===== src/verilog/sideband_pkg.sv =====
// constants shared by the sideband retiming stage
package sideband_pkg;
   // ------------------------------------------------------------
   // signal widths
   // ------------------------------------------------------------
   localparam int BUSDEV_WIDTH = 13;     // bus and device number
   localparam int DEVCSR_WIDTH = 32;     // device control and status
   localparam int LINKCSR_WIDTH = 32;    // link control and status
   localparam int TCVCMAP_WIDTH = 24;    // traffic class to channel map
   localparam int CPLERR_WIDTH = 3;      // completion error flags
   localparam int MSINUM_WIDTH = 5;      // interrupt message number
   localparam int TEST_WIDTH = 512;      // core test vector
   localparam int DEBUG_WIDTH = 9;       // debug output
   // ------------------------------------------------------------
   // debug field positions in the test vector
   // ------------------------------------------------------------
   localparam int LTS_WIDE_LSB = 0;      // training state, eight lanes
   localparam int LTS_NARROW_LSB = 320;  // training state, four or one lane
   localparam int LTS_WIDTH = 5;         // training state width
   localparam int LANE_WIDE_LSB = 88;    // active lanes, eight lanes
   localparam int LANE_NARROW_LSB = 408; // active lanes, four or one lane
   localparam int LANE_WIDTH = 4;        // active lane field width
   // ------------------------------------------------------------
   // debug field positions in the output
   // ------------------------------------------------------------
   localparam int DBG_LTS_LSB = 0;       // training state at bits 4:0
   localparam int DBG_LANE_LSB = 5;      // active lanes at bits 8:5
   localparam int DELAY_CYCLES = 1;      // retiming depth
   localparam int WIDE_LANES = 8;        // lane count that uses low fields
endpackage


===== src/verilog/debug_select.sv =====
// lane-width dependent selection of the debug fields
`timescale 1ns/1ps
module debug_select #(
   parameter int LANES = 8                     // fixed at build time
) (
   input wire logic [sideband_pkg::TEST_WIDTH-1:0] test_vector,  // core test vector
   output logic [sideband_pkg::DEBUG_WIDTH-1:0] debug_word       // selected debug bits
);
   // ------------------------------------------------------------
   // static field pick
   // ------------------------------------------------------------
   localparam int LTS_LSB = (LANES == sideband_pkg::WIDE_LANES) ?
      sideband_pkg::LTS_WIDE_LSB : sideband_pkg::LTS_NARROW_LSB;   // RQ13
   localparam int LANE_LSB = (LANES == sideband_pkg::WIDE_LANES) ?
      sideband_pkg::LANE_WIDE_LSB : sideband_pkg::LANE_NARROW_LSB; // RQ13

   // assemble the nine-bit word from the two fields
   always_comb begin
      debug_word = {test_vector[LANE_LSB +: sideband_pkg::LANE_WIDTH],   // RQ11
                    test_vector[LTS_LSB +: sideband_pkg::LTS_WIDTH]};    // RQ10
   end
endmodule


===== src/verilog/sideband_retiming_stage.sv =====
// one-clock retiming of sideband signals from core to application
`timescale 1ns/1ps
// How it works
// RQ1 - interrupt status copied, one clock late
// RQ2 - bus and device number delayed copy
// RQ3 - device control status delayed copy
// RQ4 - link control status registered one clock
// RQ5 - channel map delayed copy
// RQ6 - completion error delayed one clock
// RQ7 - interrupt message number delayed one clock
// RQ8 - completion pending delayed one clock
// RQ9 - nine-bit debug subset of test vector
// RQ10 - training state in bits 4:0
// RQ11 - active lanes from lane-dependent test bits
// RQ12 - active lanes at 8:5, one-clock delays
// RQ13 - lane width fixed by static parameter
module sideband_retiming_stage #(
   parameter int LANES = 8                               // core lane count: 8, 4 or 1
) (
   input wire logic sys_clk,                             // system clock
   input wire logic rst,                                 // synchronous reset, high
   input wire logic clk_en,                              // freezes state when low, unless reset is high
   input wire logic int_sts_core,                        // core interrupt status
   input wire logic [sideband_pkg::BUSDEV_WIDTH-1:0] busdev_core,   // bus/device number
   input wire logic [sideband_pkg::DEVCSR_WIDTH-1:0] devcsr_core,   // device csr
   input wire logic [sideband_pkg::LINKCSR_WIDTH-1:0] linkcsr_core, // link csr
   input wire logic [sideband_pkg::TCVCMAP_WIDTH-1:0] tcvcmap_core, // tc/vc map
   input wire logic [sideband_pkg::CPLERR_WIDTH-1:0] cpl_err_core,  // completion error
   input wire logic [sideband_pkg::MSINUM_WIDTH-1:0] msi_num_core,  // msi number
   input wire logic cpl_pending_core,                    // completion pending
   input wire logic [sideband_pkg::TEST_WIDTH-1:0] test_core,       // test vector
   output logic int_sts_app,                             // delayed interrupt status
   output logic [sideband_pkg::BUSDEV_WIDTH-1:0] busdev_app,        // delayed bus/device
   output logic [sideband_pkg::DEVCSR_WIDTH-1:0] devcsr_app,        // delayed device csr
   output logic [sideband_pkg::LINKCSR_WIDTH-1:0] linkcsr_app,      // delayed link csr
   output logic [sideband_pkg::TCVCMAP_WIDTH-1:0] tcvcmap_app,      // delayed tc/vc map
   output logic [sideband_pkg::CPLERR_WIDTH-1:0] cpl_err_app,       // delayed completion error
   output logic [sideband_pkg::MSINUM_WIDTH-1:0] msi_num_app,       // delayed msi number
   output logic cpl_pending_app,                         // delayed completion pending
   output logic [sideband_pkg::DEBUG_WIDTH-1:0] debug_app           // delayed debug word
);
   // ------------------------------------------------------------
   // debug field selection
   // ------------------------------------------------------------
   logic [sideband_pkg::DEBUG_WIDTH-1:0] debug_pick;     // combinational debug word

   debug_select #(
      .LANES(LANES)
   ) u_debug_select (
      .test_vector(test_core),
      .debug_word(debug_pick)
   );

   // ------------------------------------------------------------
   // next-value logic
   // ------------------------------------------------------------
   logic next_int_sts;                                   // next interrupt status
   logic [sideband_pkg::BUSDEV_WIDTH-1:0] next_busdev;   // next bus/device
   logic [sideband_pkg::DEVCSR_WIDTH-1:0] next_devcsr;   // next device csr
   logic [sideband_pkg::LINKCSR_WIDTH-1:0] next_linkcsr; // next link csr
   logic [sideband_pkg::TCVCMAP_WIDTH-1:0] next_tcvcmap; // next tc/vc map
   logic [sideband_pkg::CPLERR_WIDTH-1:0] next_cpl_err;  // next completion error
   logic [sideband_pkg::MSINUM_WIDTH-1:0] next_msi_num;  // next msi number
   logic next_cpl_pending;                               // next completion pending
   logic [sideband_pkg::DEBUG_WIDTH-1:0] next_debug;     // next debug word

   // hold while disabled, clear under reset, otherwise sample the core
   always_comb begin
      next_int_sts = int_sts_app;
      next_busdev = busdev_app;
      next_devcsr = devcsr_app;
      next_linkcsr = linkcsr_app;
      next_tcvcmap = tcvcmap_app;
      next_cpl_err = cpl_err_app;
      next_msi_num = msi_num_app;
      next_cpl_pending = cpl_pending_app;
      next_debug = debug_app;
      if (rst) begin
         next_int_sts = 1'b0;
         next_busdev = '0;
         next_devcsr = '0;
         next_linkcsr = '0;
         next_tcvcmap = '0;
         next_cpl_err = '0;
         next_msi_num = '0;
         next_cpl_pending = 1'b0;
         next_debug = '0;
      end else if (clk_en) begin
         next_int_sts = int_sts_core;            // RQ1
         next_busdev = busdev_core;              // RQ2
         next_devcsr = devcsr_core;              // RQ3
         next_linkcsr = linkcsr_core;            // RQ4
         next_tcvcmap = tcvcmap_core;            // RQ5
         next_cpl_err = cpl_err_core;            // RQ6
         next_msi_num = msi_num_core;            // RQ7
         next_cpl_pending = cpl_pending_core;    // RQ8
         next_debug = debug_pick;                // RQ9
      end
   end

   // ------------------------------------------------------------
   // output registers
   // ------------------------------------------------------------
   // one stage of flops for every sideband output
   always_ff @(posedge sys_clk) begin
      int_sts_app <= next_int_sts;
      busdev_app <= next_busdev;
      devcsr_app <= next_devcsr;
      linkcsr_app <= next_linkcsr;
      tcvcmap_app <= next_tcvcmap;
      cpl_err_app <= next_cpl_err;
      msi_num_app <= next_msi_num;
      cpl_pending_app <= next_cpl_pending;
      debug_app <= next_debug;                   // RQ12
   end

   // ------------------------------------------------------------
   // checks
   // ------------------------------------------------------------
   // ------------------------------------------------------------
   // field bases for the checks
   // ------------------------------------------------------------
   // test-vector base of a debug field for this build's lane count
   function automatic int field_base(input int wide_lsb, input int narrow_lsb);
      if (LANES == sideband_pkg::WIDE_LANES) begin
         return wide_lsb;
      end else begin
         return narrow_lsb;
      end
   endfunction

   // bases fixed at build time, never moved by traffic
   localparam int CHK_LTS_LSB = field_base(sideband_pkg::LTS_WIDE_LSB,
      sideband_pkg::LTS_NARROW_LSB);   // training state source
   localparam int CHK_LANE_LSB = field_base(sideband_pkg::LANE_WIDE_LSB,
      sideband_pkg::LANE_NARROW_LSB);  // active lane source
endmodule


===== config.mk =====
export PLATFORM = sky130hd
export DESIGN_NAME = sideband_retiming_stage
export DESIGN_NICKNAME = d
export VERILOG_FILES = /design/src/verilog/sideband_pkg.sv /design/src/verilog/debug_select.sv /design/src/verilog/sideband_retiming_stage.sv
export SDC_FILE = /design/constraint.sdc
export NUM_CORES = 1
export LEC_CHECK = 0
export BUFFER_PORTS_ARGS = -buffer_cell sky130_fd_sc_hd__clkbuf_2
export CAP_MARGIN = 25
export CELL_PAD_IN_SITES_DETAIL_PLACEMENT = 0
export CELL_PAD_IN_SITES_GLOBAL_PLACEMENT = 1
export CORE_AREA = 3 3 285 287
export CTS_BUF_LIST = sky130_fd_sc_hd__clkbuf_16
export DETAILED_ROUTE_END_ITERATION = 8
export DIE_AREA = 0 0 288 290
export GPL_TIMING_DRIVEN = 0
export PLACE_DENSITY = 0.34
export SLEW_MARGIN = 20
export SYNTH_ARGS = -nofsm -noshare
export SYNTH_HDL_FRONTEND = slang
export SYNTH_SLANG_ARGS = --single-unit

===== constraint.sdc =====
create_clock -name sys_clk -period 2.2 [get_ports sys_clk]
set_input_delay 0.22 -clock sys_clk [delete_from_list [all_inputs] [get_ports sys_clk]]
set_output_delay 0.22 -clock sys_clk [all_outputs]
set_load 0.02 [all_outputs]

**After elaboration in Yosys (flattened, before gate mapping)**

Cells that the tools add are included.

- Bits in registers: 120
- Logic and storage cells: 9
- Input port bits: 626
- Output and inout port bits: 120

**Longest topological paths before layout**

- Depth in word-level cells: 0
- Depth in mapped cells: 5
- Gate-level depth less buffers: 2

**Modules after synthesis**

A second synthesis with hierarchy kept.

- Cell total of the unflattened synthesis: 396
- Area total of the unflattened synthesis: 4414.2 sq um

By module, submodules not included:

| module | cells each | area an instance (sq um) | instances | seq. area each (sq um) |
|---|---|---|---|---|
| sideband_retiming_stage | 387 | 4346.7 | 1 | 2402.3 |
| debug_select | 9 | 67.6 | 1 | 0.0 |

**Least setup slack after synthesis**

Ideal clock, no wire load.

- Kind: in2reg
- Start: in clk_en
- End: reg busdev_app[0] (netlist bit)
- Required time: 2.072 ns
- Arrival: 0.843 ns
- Setup time: 0.128 ns
- Cell stages on the path: 5
- Setup slack: 1.230 ns
- Buffers on the path: 3
- Cells stage by stage: buf_4 -> buf_12 -> buf_12 -> mux2i_1 -> nor2_1

RTL lines:

| what | line | source |
|---|---|---|
| from (decl) | sideband_retiming_stage.sv:22 | `input wire logic clk_en,` |
| to (signal assigned) | sideband_retiming_stage.sv:107 | `busdev_app <= next_busdev;` |
| to (decl) | sideband_retiming_stage.sv:33 | `output logic [sideband_pkg::BUSDEV_WIDTH-1:0] busdev_app,` |

**Worst setup path after layout**

- Start: reg tcvcmap_app[1] (netlist bit)
- End: out tcvcmap_app[1] (netlist bit)

RTL lines:

| what | line | source |
|---|---|---|
| from (decl) | sideband_retiming_stage.sv:36 | `output logic [sideband_pkg::TCVCMAP_WIDTH-1:0] tcvcmap_app,` |
| from (signal assigned) | sideband_retiming_stage.sv:110 | `tcvcmap_app <= next_tcvcmap;` |

No word-level cell between the ends.

==> metrics.yaml <==
status: "finished, final reports clean"
dp_hpwl_mm: 12.8
ir_drop_uv: 517
final_cells: 1828
grt_overflow: 0
seq_area_um2: 2400
syn_area_um2: 4350
min_period_over_period_pct: 55.4
worstSetupEndpointType: "output pin"
tightest_slew_ps: 686
crit_family: "flip-flops"
port-buffer-count: 240
placed_cell_area_um2: 6860
crit_required_ps: 1980
power_density_nw_per_um2: 736
reg2reg_depth: 2
drive_above_1_share_pct: 36.5
wirelength_mm: 17.5
num-nets-final: 1392
die_w_um: 288
dp_cells: 1677
mostFrequentLayoutCell: "clkbuf_2"
r2r_start: "devcsr_app[24]$_SDFFE_PP0P_"
leakagePower_nw: 3.89
drv_slew: 0
cts_tree: "done"
root_buffer: "clkbuf_16"
avgSynthCellArea_um2: 11.2
gp_congestion: 0.639
syn_nets: 1013
rsz0062_at_grt: "no"
numCtsBuffers: 17
grt_max_degree: 17
rr_endpoint: "devcsr_app[24]$_SDFFE_PP0P_"
initial_core_util_pct: 5.51
yosysSeqAreaShare_pct: 55.3
die_area_um2: 83500
max_freq_ghz: 0.820
hp-class: "in -> reg"
clk_latency_ps: 460
finalSetupViolations: 0
crit_buf_inv: 1
clk_pin_slew_ps: 70
ys_warn_count: 0
design_area_um2: 8670
crit_chain: "clkbuf_2"
drv_cap: 0
nFillCells: 9190
hold_viol_final: 0
ant_nets: 0
num_antenna_cells: 0
r2r_slack_ps: 1560
setup_tns_ps: 0
core_um2: 78900
multi_input_area_um2: 1650
crit_fanout: 2
worstHoldStart: "rst"
numClockSinks: 120
cts_max_path_buffers: 2
fp-row-count: 103
mostFrequentLayoutCells: "clkbuf_2, mux2i_1, nor2_1, dfxtp_1, dlygate4sd3_1"
finClkSkew_ps: 0
route.vias.total: 4060
grt.total_usage_pct: 4.44
cp.arrival_ps: 1000
cp-start-kind: "register"
grt_antenna_before_repair: 1
hold_depth: 2
p_total_mw: 6.38
finalCriticalPeriod_ps: 1220
crit_path_max_incr_delay_ps: 330
synth_seq_cells: 120
dr.pass1.iters: 4
synthCells: 387
via_per_inst: 2.22
crit_type: "reg -> out"
synth_cell_types: 7
syn_to_final_growth_pct: 99.5
htreeDepth: 4
drt-initial-drc-count: 91
post_cts_buffers: 0
first_global_vias: 4447
wire_per_inst_um: 9.60
cp_slowest_cell: "dfxtp_1"
hold_path_end: "debug_app[7]$_SDFFE_PP0P_"
io_pins: 746
grt_pass1_wl_mm: 26.4
drc: 0
slew_headroom_pct: 54.2
die_h_um: 290
==> flip-flops by register name, summed over array words and instances (netlist names), 3 cells and up <==
signal / cells
busdev_app: 13
cpl_err_app: 3
debug_app: 9
devcsr_app: 32
linkcsr_app: 32
msi_num_app: 5
tcvcmap_app: 24
==> through the flow <==
stage | utilization, % | setup WS, ps | hold WS, ps
2_1_floorplan | - | 1230 | 367
3_3_place_gp | 8.70 | 486 | 455
3_5_place_dp | 8.70 | 481 | 461
4_1_cts | 11.0 | 900 | 79.2
5_1_grt | 11.0 | 890 | 112
6_report | 11.0 | 980 | 139
==> cells by family (layout without fill, tap and decap cells) <==
kind of cell	count (synthesis)	in the layout	share of synthesized area, %
buf+inv	27	418	6.74
flops	120	120	55.3
mux	120	120	27.6
simple gates	120	120	10.4
==> synth_stat cells <==
| master | count | area, um2 |
|---|---|---|
| buf_12 | 11 | 220 |
| buf_2 | 1 | 5.00 |
| buf_4 | 3 | 22.5 |
| clkbuf_1 | 12 | 45.0 |
| dfxtp_1 | 120 | 2400 |
| mux2i_1 | 120 | 1200 |
| nor2_1 | 120 | 450 |
==> metal layers <==
layer | vias up | routed length (um) | GRT usage [%]
li1 | 2041 | - | -
met2 | 158 | 7430 | 6.36
met4 | 0 | 382 | 2.22
met3 | 19 | 1680 | 2.69
met1 | 1842 | 8050 | 5.17
met5 | - | 0 | 0
==> repair_timing <==
action,in CTS,in global routing
hold buffers,120,0
resized for setup,0,0
setup endpoints to repair,0,0
hold endpoints to repair,120,0
==> layout make-up <==
type	instances	area share, %
Timing Repair Buffer	360	27.7
Sequential cell	120	27.7
Buffer	27	3.38
Multi-Input combinational cell	240	19.0
Tap cell	1050	15.1
Clock buffer	17	4.91
Clock inverter	14	2.12
==> report_power, final <==
part	switching, mW	total [mW]	internal [mW]
logic	0.481	0.950	0.469
registers	0.0640	2.37	2.30
clock network	1.19	3.07	1.87
==> how the worst max path moves through the flow <==
stage | endpoint | slack [ps] | start | cells past startpoint
2_1_floorplan | busdev_app[0]$_SDFFE_PP0P_ | 1230 | clk_en | 5
3_3_place_gp | tcvcmap_app[4]$_SDFFE_PP0P_ | 490 | rst | 3
3_5_place_dp | cpl_err_app[0]$_SDFFE_PP0P_ | 480 | rst | 3
4_1_cts | tcvcmap_app[5] | 900 | tcvcmap_app[5]$_SDFFE_PP0P_ | 1
5_1_grt | tcvcmap_app[5] | 890 | tcvcmap_app[5]$_SDFFE_PP0P_ | 1
6_report | tcvcmap_app[1] | 980 | tcvcmap_app[1]$_SDFFE_PP0P_ | 1
Power figures use the tool's default switching activity.
